### src/design/sps_pkg.sv
// Constants for the position scaling path: register map, limits, timing.
// Assumes a single 125 MHz clock shared by the bus and the data path.
//
// Summary of operation
// - Scale numerator and denominator each hold 1..32767 and reset to one.
// - The numerator never exceeds the denominator, so the ratio is <= 1.
// - A preset command sets the zero shift so the position equals preset.
// - The preset value resets to zero and holds signed +-268435455.
// - Writing the preset value alone changes neither position nor shift.
// - A preset value outside +-268435455 is refused and flags an error.
// - Positive direction passes the value; negative gives 2^n minus it.
// - The exponent n is the programmed data-bit count.
// - The rate update time holds 1..1000 ms and resets to 100 ms.
// - The rate value is refreshed once per rate update interval.
// - Position is raw data times numerator over denominator plus shift.
// - Rate is in the same scaled units as position, per second.
// - Negative data logic inverts the data bits before scaling.
package sps_pkg;

  // ***************************************************************
  // Register map
  // ***************************************************************
  localparam logic [11:0] ADDR_CTRL   = 12'h000;
  localparam logic [11:0] ADDR_NUM    = 12'h004;
  localparam logic [11:0] ADDR_DEN    = 12'h008;
  localparam logic [11:0] ADDR_PRESET = 12'h00C;
  localparam logic [11:0] ADDR_NBITS  = 12'h010;
  localparam logic [11:0] ADDR_RATEMS = 12'h014;
  localparam logic [11:0] ADDR_POS    = 12'h018;
  localparam logic [11:0] ADDR_RATE   = 12'h01C;
  localparam logic [11:0] ADDR_SHIFT  = 12'h020;
  localparam logic [11:0] ADDR_STAT   = 12'h024;
  localparam logic [11:0] ADDR_MASK   = 12'h028;
  localparam logic [11:0] ADDR_RAW    = 12'h02C;

  // ***************************************************************
  // Field positions
  // ***************************************************************
  localparam int CTRL_DIR_NEG   = 0;
  localparam int CTRL_LOGIC_NEG = 1;
  localparam int CTRL_PRESET    = 2;
  localparam int ST_PRESET_ERR  = 0;
  localparam int ST_RATE_UPD    = 1;
  localparam int ST_PARAM_ERR   = 2;
  localparam int ST_PRESET_DONE = 3;
  localparam int ST_W           = 4;

  // ***************************************************************
  // Reset values and limits
  // ***************************************************************
  localparam logic [14:0] SCALE_RST  = 15'h0001;
  localparam logic [14:0] SCALE_MAX  = 15'h7FFF;
  localparam logic [31:0] PRESET_RST = 32'h0000_0000;
  localparam logic [31:0] PRESET_MAX = 32'h0FFF_FFFF;
  localparam logic [5:0]  NBITS_RST  = 6'h18;
  localparam logic [5:0]  NBITS_MAX  = 6'h20;
  localparam logic [9:0]  RATEMS_RST = 10'h064;
  localparam logic [9:0]  RATEMS_MAX = 10'h3E8;

  // ***************************************************************
  // Timing
  // ***************************************************************
  localparam int CLK_KHZ    = 125000;
  localparam int RATE_MS    = 1;
  localparam int MS_CYCLES  = RATE_MS * CLK_KHZ;
  localparam int MS_PER_SEC = 1000;

endpackage

### src/design/sps_scaling.sv
// Position scaling path: mask, invert, scale, shift, reverse, rate.
// Assumes raw_data and raw_valid come from the serial receiver on pclk.
//
// Design decisions made here: the address map and register access over APB.
module sps_scaling
  import sps_pkg::*;
#(
  parameter int MS_CYC = MS_CYCLES
) (
  input  wire logic        pclk,
  input  wire logic        presetn,
  input  wire logic        psel,
  input  wire logic        penable,
  input  wire logic        pwrite,
  input  wire logic [11:0] paddr,
  input  wire logic [31:0] pwdata,
  output logic      [31:0] prdata,
  output logic             pready,
  output logic             pslverr,
  input  wire logic [31:0] raw_data,
  input  wire logic        raw_valid,
  output logic      [31:0] position,
  output logic      [31:0] rate,
  output logic             irq
);

  // ***************************************************************
  // Bus decode
  // ***************************************************************
  logic        acc;
  logic        wr;
  logic        mapped;
  logic [31:0] rd_mux;

  logic [14:0]     scale_num;
  logic [14:0]     scale_den;
  logic [31:0]     preset_val;
  logic [5:0]      nbits;
  logic [9:0]      rate_ms;
  logic            dir_neg;
  logic            logic_neg;
  logic            preset_go;
  logic [ST_W-1:0] stat;
  logic [ST_W-1:0] mask;
  logic [39:0]     zero_shift;
  logic [31:0]     raw_q;
  logic            raw_pend;
  logic [31:0]     scaled;

  assign acc = psel && penable && pready;
  assign wr  = acc && pwrite;

  always_comb begin
    mapped = 1'b1;
    rd_mux = 32'h0000_0000;
    unique case (paddr)
      ADDR_CTRL:   rd_mux = {30'h0, logic_neg, dir_neg};
      ADDR_NUM:    rd_mux = {17'h0, scale_num};
      ADDR_DEN:    rd_mux = {17'h0, scale_den};
      ADDR_PRESET: rd_mux = preset_val;
      ADDR_NBITS:  rd_mux = {26'h0, nbits};
      ADDR_RATEMS: rd_mux = {22'h0, rate_ms};
      ADDR_POS:    rd_mux = position;
      ADDR_RATE:   rd_mux = rate;
      ADDR_SHIFT:  rd_mux = zero_shift[31:0];
      ADDR_STAT:   rd_mux = {28'h0, stat};
      ADDR_MASK:   rd_mux = {28'h0, mask};
      ADDR_RAW:    rd_mux = raw_q;
      default:     mapped = 1'b0;
    endcase
  end

  // One wait state so that every bus output comes from a flip-flop
  always_ff @(posedge pclk or negedge presetn) begin
    if (!presetn) begin
      pready  <= 1'b0;
      prdata  <= 32'h0000_0000;
      pslverr <= 1'b0;
    end else begin
      pready  <= psel && penable && !pready;
      prdata  <= rd_mux;
      pslverr <= psel && penable && !pready && !mapped;
    end
  end

  // ***************************************************************
  // Parameter registers
  // ***************************************************************
  logic        num_ok;
  logic        den_ok;
  logic        nbits_ok;
  logic        ms_ok;
  logic        preset_ok;
  logic [31:0] neg_max;

  assign neg_max   = 32'h0 - PRESET_MAX;
  // Each ratio change is checked against the other half of the pair
  assign num_ok    = pwdata[31:15] == '0 && pwdata[14:0] != '0 &&
                     pwdata[14:0] <= scale_den;
  assign den_ok    = pwdata[31:15] == '0 && pwdata[14:0] != '0 &&
                     pwdata[14:0] >= scale_num;
  assign nbits_ok  = pwdata[31:6] == '0 && pwdata[5:0] != '0 &&
                     pwdata[5:0] <= NBITS_MAX;
  assign ms_ok     = pwdata[31:10] == '0 && pwdata[9:0] != '0 &&
                     pwdata[9:0] <= RATEMS_MAX;
  assign preset_ok = $signed(pwdata) <= $signed(PRESET_MAX) &&
                     $signed(pwdata) >= $signed(neg_max);

  always_ff @(posedge pclk or negedge presetn) begin
    if (!presetn) begin
      scale_num <= SCALE_RST;
      scale_den <= SCALE_RST;
    end else if (wr && paddr == ADDR_NUM && num_ok) begin
      scale_num <= pwdata[14:0];
    end else if (wr && paddr == ADDR_DEN && den_ok) begin
      scale_den <= pwdata[14:0];
    end
  end

  // Storing the preset touches neither position nor shift
  always_ff @(posedge pclk or negedge presetn) begin
    if (!presetn) begin
      preset_val <= PRESET_RST;
    end else if (wr && paddr == ADDR_PRESET && preset_ok) begin
      preset_val <= pwdata;
    end
  end

  always_ff @(posedge pclk or negedge presetn) begin
    if (!presetn) begin
      nbits   <= NBITS_RST;
      rate_ms <= RATEMS_RST;
    end else if (wr && paddr == ADDR_NBITS && nbits_ok) begin
      nbits <= pwdata[5:0];
    end else if (wr && paddr == ADDR_RATEMS && ms_ok) begin
      rate_ms <= pwdata[9:0];
    end
  end

  always_ff @(posedge pclk or negedge presetn) begin
    if (!presetn) begin
      dir_neg   <= 1'b0;
      logic_neg <= 1'b0;
      preset_go <= 1'b0;
    end else begin
      preset_go <= wr && paddr == ADDR_CTRL && pwdata[CTRL_PRESET];
      if (wr && paddr == ADDR_CTRL) begin
        dir_neg   <= pwdata[CTRL_DIR_NEG];
        logic_neg <= pwdata[CTRL_LOGIC_NEG];
      end
    end
  end

  // ***************************************************************
  // Extraction and scaling
  // ***************************************************************
  logic [32:0] pow2;
  logic [31:0] bits_mask;
  logic        s_start;
  logic        s_busy;
  logic        s_done;
  logic [47:0] s_quot;
  logic [47:0] s_num;
  logic [31:0] next_scaled;

  assign pow2      = 33'h1 << nbits;
  assign bits_mask = 32'(pow2 - 33'h1);
  assign s_start   = raw_pend && !s_busy;
  assign s_num     = {16'h0000, raw_q} * {33'h0, scale_num};

  // Only the newest sample is kept while the divider is busy
  always_ff @(posedge pclk or negedge presetn) begin
    if (!presetn) begin
      raw_q    <= 32'h0000_0000;
      raw_pend <= 1'b0;
    end else if (raw_valid) begin
      raw_q    <= logic_neg ? (raw_data & bits_mask) ^ bits_mask
                            : raw_data & bits_mask;
      raw_pend <= 1'b1;
    end else if (s_start) begin
      raw_pend <= 1'b0;
    end
  end

  sps_div #(.NW(48), .DW(16)) u_scale_div (
    .pclk    (pclk),
    .presetn (presetn),
    .start   (s_start),
    .num     (s_num),
    .den     ({1'b0, scale_den}),
    .busy    (s_busy),
    .done    (s_done),
    .quot    (s_quot)
  );

  // Ratio <= 1 keeps the quotient inside the raw width
  assign next_scaled = s_done ? s_quot[31:0] : scaled;

  always_ff @(posedge pclk or negedge presetn) begin
    if (!presetn) begin
      scaled <= 32'h0000_0000;
    end else begin
      scaled <= next_scaled;
    end
  end

  // ***************************************************************
  // Zero shift, direction and position
  // ***************************************************************
  logic [39:0] sum;
  logic [39:0] next_pos;
  logic [39:0] psv;

  assign psv      = {{8{preset_val[31]}}, preset_val};
  assign sum      = {8'h00, scaled} + zero_shift;
  assign next_pos = dir_neg ? {7'h00, pow2} - sum : sum;

  // Shift is solved against the sample that lands in the same edge
  always_ff @(posedge pclk or negedge presetn) begin
    if (!presetn) begin
      zero_shift <= 40'h00_0000_0000;
    end else if (preset_go) begin
      zero_shift <= dir_neg ? {7'h00, pow2} - psv - {8'h00, next_scaled}
                            : psv - {8'h00, next_scaled};
    end
  end

  always_ff @(posedge pclk or negedge presetn) begin
    if (!presetn) begin
      position <= 32'h0000_0000;
    end else begin
      position <= next_pos[31:0];
    end
  end

  // ***************************************************************
  // Rate of change
  // ***************************************************************
  logic [16:0] ms_cnt;
  logic        ms_tick;
  logic [9:0]  iv_cnt;
  logic        r_start;
  logic        r_busy;
  logic        r_done;
  logic [47:0] r_quot;
  logic [32:0] diff;
  logic [32:0] mag;
  logic [31:0] last_pos;
  logic        r_neg;

  assign ms_tick = ms_cnt == 17'(MS_CYC - 1);
  assign r_start = ms_tick && iv_cnt == rate_ms - 10'h001 && !r_busy;
  assign diff    = {position[31], position} - {last_pos[31], last_pos};
  assign mag     = diff[32] ? 33'h0 - diff : diff;

  always_ff @(posedge pclk or negedge presetn) begin
    if (!presetn) begin
      ms_cnt <= '0;
      iv_cnt <= '0;
    end else begin
      ms_cnt <= ms_tick ? '0 : ms_cnt + 17'h1;
      if (ms_tick) begin
        iv_cnt <= iv_cnt >= rate_ms - 10'h001 ? '0 : iv_cnt + 10'h001;
      end
    end
  end

  // Difference over the interval, times 1000 ms, over interval ms
  sps_div #(.NW(48), .DW(16)) u_rate_div (
    .pclk    (pclk),
    .presetn (presetn),
    .start   (r_start),
    .num     ({15'h0000, mag} * 48'(MS_PER_SEC)),
    .den     ({6'h00, rate_ms}),
    .busy    (r_busy),
    .done    (r_done),
    .quot    (r_quot)
  );

  always_ff @(posedge pclk or negedge presetn) begin
    if (!presetn) begin
      last_pos <= 32'h0000_0000;
      r_neg    <= 1'b0;
      rate     <= 32'h0000_0000;
    end else begin
      if (r_start) begin
        last_pos <= position;
        r_neg    <= diff[32];
      end
      if (r_done) begin
        rate <= r_neg ? 32'h0 - r_quot[31:0] : r_quot[31:0];
      end
    end
  end

  // ***************************************************************
  // Interrupts
  // ***************************************************************
  logic [ST_W-1:0] ev;
  logic [ST_W-1:0] clr;

  always_comb begin
    ev                 = '0;
    ev[ST_PRESET_ERR]  = wr && paddr == ADDR_PRESET && !preset_ok;
    ev[ST_RATE_UPD]    = r_done;
    ev[ST_PARAM_ERR]   = wr && ((paddr == ADDR_NUM && !num_ok) ||
                         (paddr == ADDR_DEN && !den_ok) ||
                         (paddr == ADDR_NBITS && !nbits_ok) ||
                         (paddr == ADDR_RATEMS && !ms_ok));
    ev[ST_PRESET_DONE] = preset_go;
  end

  assign clr = (wr && paddr == ADDR_STAT) ? pwdata[ST_W-1:0] : '0;

  // A set in the clearing cycle survives the clear
  always_ff @(posedge pclk or negedge presetn) begin
    if (!presetn) begin
      stat <= '0;
      mask <= '0;
      irq  <= 1'b0;
    end else begin
      stat <= (stat & ~clr) | ev;
      irq  <= |(((stat & ~clr) | ev) & mask);
      if (wr && paddr == ADDR_MASK) begin
        mask <= pwdata[ST_W-1:0];
      end
    end
  end

  // ***************************************************************
  // Checks
  // ***************************************************************
  scale_range_a: assert property (@(posedge pclk) disable iff (!presetn)
    scale_num != '0 && scale_den != '0) else $error("scale zero");
  ratio_cap_a: assert property (@(posedge pclk) disable iff (!presetn)
    scale_num <= scale_den) else $error("ratio above one");
  preset_apply_a: assert property (@(posedge pclk) disable iff (!presetn)
    preset_go |-> ##2 position == $past(preset_val, 2))
    else $error("preset not applied");
  preset_range_a: assert property (@(posedge pclk) disable iff (!presetn)
    $signed(preset_val) <= $signed(PRESET_MAX) &&
    $signed(preset_val) >= $signed(neg_max))
    else $error("preset out of range");
  preset_hold_a: assert property (@(posedge pclk) disable iff (!presetn)
    wr && paddr == ADDR_PRESET |=> $stable(zero_shift))
    else $error("shift moved on write");
  preset_err_a: assert property (@(posedge pclk) disable iff (!presetn)
    wr && paddr == ADDR_PRESET && !preset_ok |=>
    stat[ST_PRESET_ERR] && $stable(preset_val))
    else $error("bad preset accepted");
  count_dir_a: assert property (@(posedge pclk) disable iff (!presetn)
    ##1 position == ($past(dir_neg) ? 32'($past(pow2) - 33'($past(sum)))
                                    : $past(sum[31:0])))
    else $error("direction wrong");
  rate_ms_range_a: assert property (@(posedge pclk) disable iff (!presetn)
    rate_ms != '0 && rate_ms <= RATEMS_MAX)
    else $error("rate time out of range");
  rate_refresh_a: assert property (@(posedge pclk) disable iff (!presetn)
    r_start |-> ##49 r_done ##1
    stat[ST_RATE_UPD]) else $error("rate not refreshed");
  invert_a: assert property (@(posedge pclk) disable iff (!presetn)
    raw_valid && logic_neg |=> raw_q == (~$past(raw_data) & bits_mask))
    else $error("data not inverted");

  preset_c: cover property (@(posedge pclk) disable iff (!presetn)
    preset_go && dir_neg);
  rate_c: cover property (@(posedge pclk) disable iff (!presetn)
    r_done && r_neg);
  irq_c: cover property (@(posedge pclk) disable iff (!presetn) irq);
endmodule

### src/design/sps_div.sv
// Restoring unsigned divider, one quotient bit per clock.
// Assumes start is only raised while busy is low and den is non-zero.
module sps_div
  import sps_pkg::*;
#(
  parameter int NW = 48,
  parameter int DW = 16
) (
  input  wire logic          pclk,
  input  wire logic          presetn,
  input  wire logic          start,
  input  wire logic [NW-1:0] num,
  input  wire logic [DW-1:0] den,
  output logic               busy,
  output logic               done,
  output logic [NW-1:0]      quot
);
  localparam int CW = $clog2(NW + 1);

  logic [DW-1:0] rem;
  logic [DW-1:0] dv;
  logic [CW-1:0] cnt;
  logic [DW:0]   shifted;
  logic          fits;

  assign shifted = {rem, quot[NW-1]};
  assign fits    = shifted >= {1'b0, dv};

  // Remainder never reaches den, so truncation toward zero falls out
  always_ff @(posedge pclk or negedge presetn) begin
    if (!presetn) begin
      rem  <= '0;
      dv   <= '0;
      quot <= '0;
      cnt  <= '0;
      busy <= 1'b0;
      done <= 1'b0;
    end else begin
      done <= 1'b0;
      if (start && !busy) begin
        quot <= num;
        rem  <= '0;
        dv   <= den;
        cnt  <= CW'(NW);
        busy <= 1'b1;
      end else if (busy) begin
        rem  <= fits ? DW'(shifted - {1'b0, dv}) : shifted[DW-1:0];
        quot <= {quot[NW-2:0], fits};
        cnt  <= cnt - CW'(1);
        if (cnt == CW'(1)) begin
          busy <= 1'b0;
          done <= 1'b1;
        end
      end
    end
  end

  div_time_a: assert property (@(posedge pclk) disable iff (!presetn)
    start && !busy |-> ##49 done) else $error("divider late");
endmodule

### config.mk
export PLATFORM = sky130hd
export DESIGN_NAME = sps_scaling
export DESIGN_NICKNAME = d
export VERILOG_FILES = /design/src/design/sps_pkg.sv /design/src/design/sps_scaling.sv /design/src/design/sps_div.sv
export SDC_FILE = /design/constraint.sdc
export NUM_CORES = 2
export LEC_CHECK = 0
export ABC_CLOCK_PERIOD_IN_PS = 19100
export BUFFER_PORTS_ARGS = -buffer_cell sky130_fd_sc_hd__buf_2
export CAP_MARGIN = 15
export CORE_MARGIN = 10
export CORE_UTILIZATION = 57
export CTS_CLUSTER_DIAMETER = 80
export DETAILED_ROUTE_END_ITERATION = 16
export HOLD_SLACK_MARGIN = 0.05
export PLACE_DENSITY_LB_ADDON = 0.2
export SYNTH_ARGS = -nofsm -noshare
export SYNTH_HDL_FRONTEND = slang
export SYNTH_SLANG_ARGS = --single-unit
### constraint.sdc
create_clock -name pclk -period 19.1 [get_ports pclk]
set_clock_uncertainty 0.05 [all_clocks]
set_input_delay 0.955 -clock pclk [delete_from_list [all_inputs] [get_ports pclk]]
set_output_delay 0.955 -clock pclk [all_outputs]
set_load 0.01 [all_outputs]
==> flow_summary.yaml <==
routing:
  postRouteAntennaNets: 0
  drtPass1Iterations: 6
  drc: 0
  avgRoutedWirePerCell_um: 24.94
  via_per_inst: 6.164
  dr_total_vias: 46700
  drt_wl_total_um: 189000
  first_iter_violations: 4582
clocking:
  cts_resized: 0
  h-tree-depth: 2
  clkTransAtPathRegs_ns: 0.07
  cts-buffers-inserted: 60
  ctsHoldBuffers: 0
  cts_sinks: 514
  cts_tree: "built"
  clock_tree.buffer_depth: 3
  cts-root-buf: "clkbuf_16"
  clk-insertion-delay-late_ns: 0.70
  postCtsSetupBuffers: 0
synthesis:
  syn_avg_cell_area_um2: 8.911
  syn_nets: 7277
  yosysWarnings: 0
  syn_inst: 6203
  synth_edf_count: 0
  synth_flop_cell: "dfrtp_1"
  synth-async-reset-ratio_pct: 100.0
  seq_area_frac_synth_pct: 23.29
  synth-seq-cells: 514
  syn_area_mm2: 0.05527
  ys_types: 106
placed_design:
  dp.cells: 7449
  gp_congestion: 1.027
  place_ws_ns: 9.817
  io_buffers: 180
  dp_hpwl_um: 149700
setup_path:
  timing.setup.critical_path_class: "flip-flop to flip-flop"
  crit_buf_inv: 5
  startpoint_type: "flip-flop"
  slowest_delay_ns: 0.69
  cp.arrival_ns: 9.85
  crit_fanout: 22
  cp_num_cells: 31
  reg2reg_depth: 31
  r2r_setup_slack_ns: 9.77
  crit_slowest_cell: "a211oi_1"
  reg2reg_from: "position[0]"
  path_delay_family: "compound AO/OA/AOI/OAI gates"
  r2r_end: "u_rate_div.quot[32]"
  startpoint: "position[0]"
  critPathCaptureType: "flip-flop"
  crit_path_end: "u_rate_div.quot[32]"
  cp.required_ns: 19.62
finish:
  regArea_mm2: 0.01289
  nFillCells: 8484
  final_common_cell: "inv_1"
  fin_cells: 7577
  drive_gt1_share_pct: 8.284
  final_cell_mix: "inv_1 (754), nand2_1 (724), fa_1 (539)"
  area_growth_pct: 7.742
  fin_nets: 7311
  multiInputGateArea_mm2: 0.03859
global_routing:
  grt_pass1_vias: 45960
  grt_overflow: 0
  grt_usage_pct: 33.63
  grt_max_degree: 93
  antenna_found_initial: 29
  grt_pass1_wl_um: 286400
die:
  row_count: 114
  dieArea_mm2: 0.1098
  die_y_um: 331.4
  initial_core_util_pct: 57.32
  core-area_mm2: 0.09642
  io_pins: 181
  die_w_um: 331.4
sta:
  hold_violations: 0
  fin_tns_setup_ns: 0
  tightest_slew_ns: 1.240
  setup_viol: 0
  fin_crit_sh_pct: 48.85
  setup_ws_ns: 9.771
  rsz0062_at_grt: "false"
  min_period_ns: 9.329
  final_max_slew_viol_count: 0
  hold_slack_ns: 0.2264
  slew_headroom_pct: 17.27
  max_freq_ghz: 0.1072
run_status:
  status: "finished clean"
hold_path:
  hold_path_class: "primary input to asynchronous set/reset pin"
run:
  drv_cap: 0
## layer usage
layer,part of all wire [%],GRT usage [%],wire [um]
met1,41,44.94,76700
met2,43,50.77,81600
met3,11,9.587,20920
met4,5.1,14.13,9575
met5,0.085,0,161
## worst reg2reg max path: cells and delay by family, from the launching register on
family / cells / cell delay [ns]
compound gates: 16 / 4.43
xor+xnor: 2 / 0.71
fa+ha+maj: 7 / 3.02
buf+inv: 5 / 0.40
flops: 1 / 0.38
simple gates: 1 / 0.23
## worst min-delay path by stage
stage	start	endpoint	slack, ns	cells after the start
finish	presetn	zero_shift[30]	0.23	1
global route	presetn	zero_shift[30]	0.29	1
CTS	presetn	zero_shift[31]	0.26	1
detailed placement	u_rate_div.quot[35]	u_rate_div.quot[36]	0.43	2
global placement	u_rate_div.quot[43]	u_rate_div.quot[44]	0.41	2
floorplan	u_rate_div.quot[35]	u_rate_div.quot[36]	0.40	2
## Yosys cell counts (all sizes together), types with 53 or more instances
master | number | area (um^2)
a21o | 142 | 1066
a21oi | 349 | 1765
a22oi | 53 | 397.9
and2 | 104 | 650.6
clkbuf | 243 | 912.1
dfrtp | 507 | 12690
fa | 539 | 10790
ha | 453 | 5668
inv | 754 | 2830
mux2 | 68 | 765.7
mux2i | 92 | 920.9
nand2 | 726 | 2728
nand3 | 97 | 485.5
nand4 | 54 | 337.8
nor2 | 428 | 1607
nor2b | 53 | 331.6
nor3 | 71 | 355.3
o21ai | 387 | 1948
xnor2 | 167 | 1515
xor2 | 196 | 1769
## kinds of logic (layout without fill, tap and decap cells)
kind of cell    after synthesis  count (layout)  share of synthesized area, %
compound gates             1362            1362                         15.88
other cells                   0              12                             0
simple gates               1782            1782                         14.98
mux                         160             160                         3.051
fa+ha+maj                   997             997                         29.87
buf+inv                    1025            1111                         6.997
xor+xnor                    363             363                         5.942
flops                       514             514                         23.29
## layout make-up
class | instances | area share, %
multi-input combinational | 4664 | 64.81
sequential | 514 | 21.65
inverter | 755 | 4.759
clock buffer | 74 | 2.727
tap | 1276 | 2.681
timing repair buffer | 242 | 2.307
clock inverter | 40 | 1.021
antenna | 12 | 0.05042
## metrics by stage
step | area (um^2) | utilization [%]
floorplan | 55270 | -
CTS | 59510 | 61.72
detailed placement | 57280 | 59.40
global route | 59530 | 61.74
finish | 59550 | 61.76
global placement | 57280 | 59.40
## flip-flops by register name, summed over array words and instances, names as in the netlist, 4 cells and up
register,cells
rate_ms,10
scale_num,15
zero_shift,32
mask,4
position,32
u_rate_div.quot,48
rate,32
u_scale_div.dv,15
iv_cnt,10
raw_q,32
scale_den,15
stat,4
u_rate_div.dv,10
scaled,32
u_scale_div.cnt,6
ms_cnt,17
preset_val,32
u_rate_div.cnt,6
u_rate_div.rem,16
u_scale_div.quot,48
prdata,32
nbits,6
u_scale_div.rem,16
last_pos,32
Power is not shown: default switching activity piles up to over one toggle a cycle in this logic, so the estimate is an artifact.
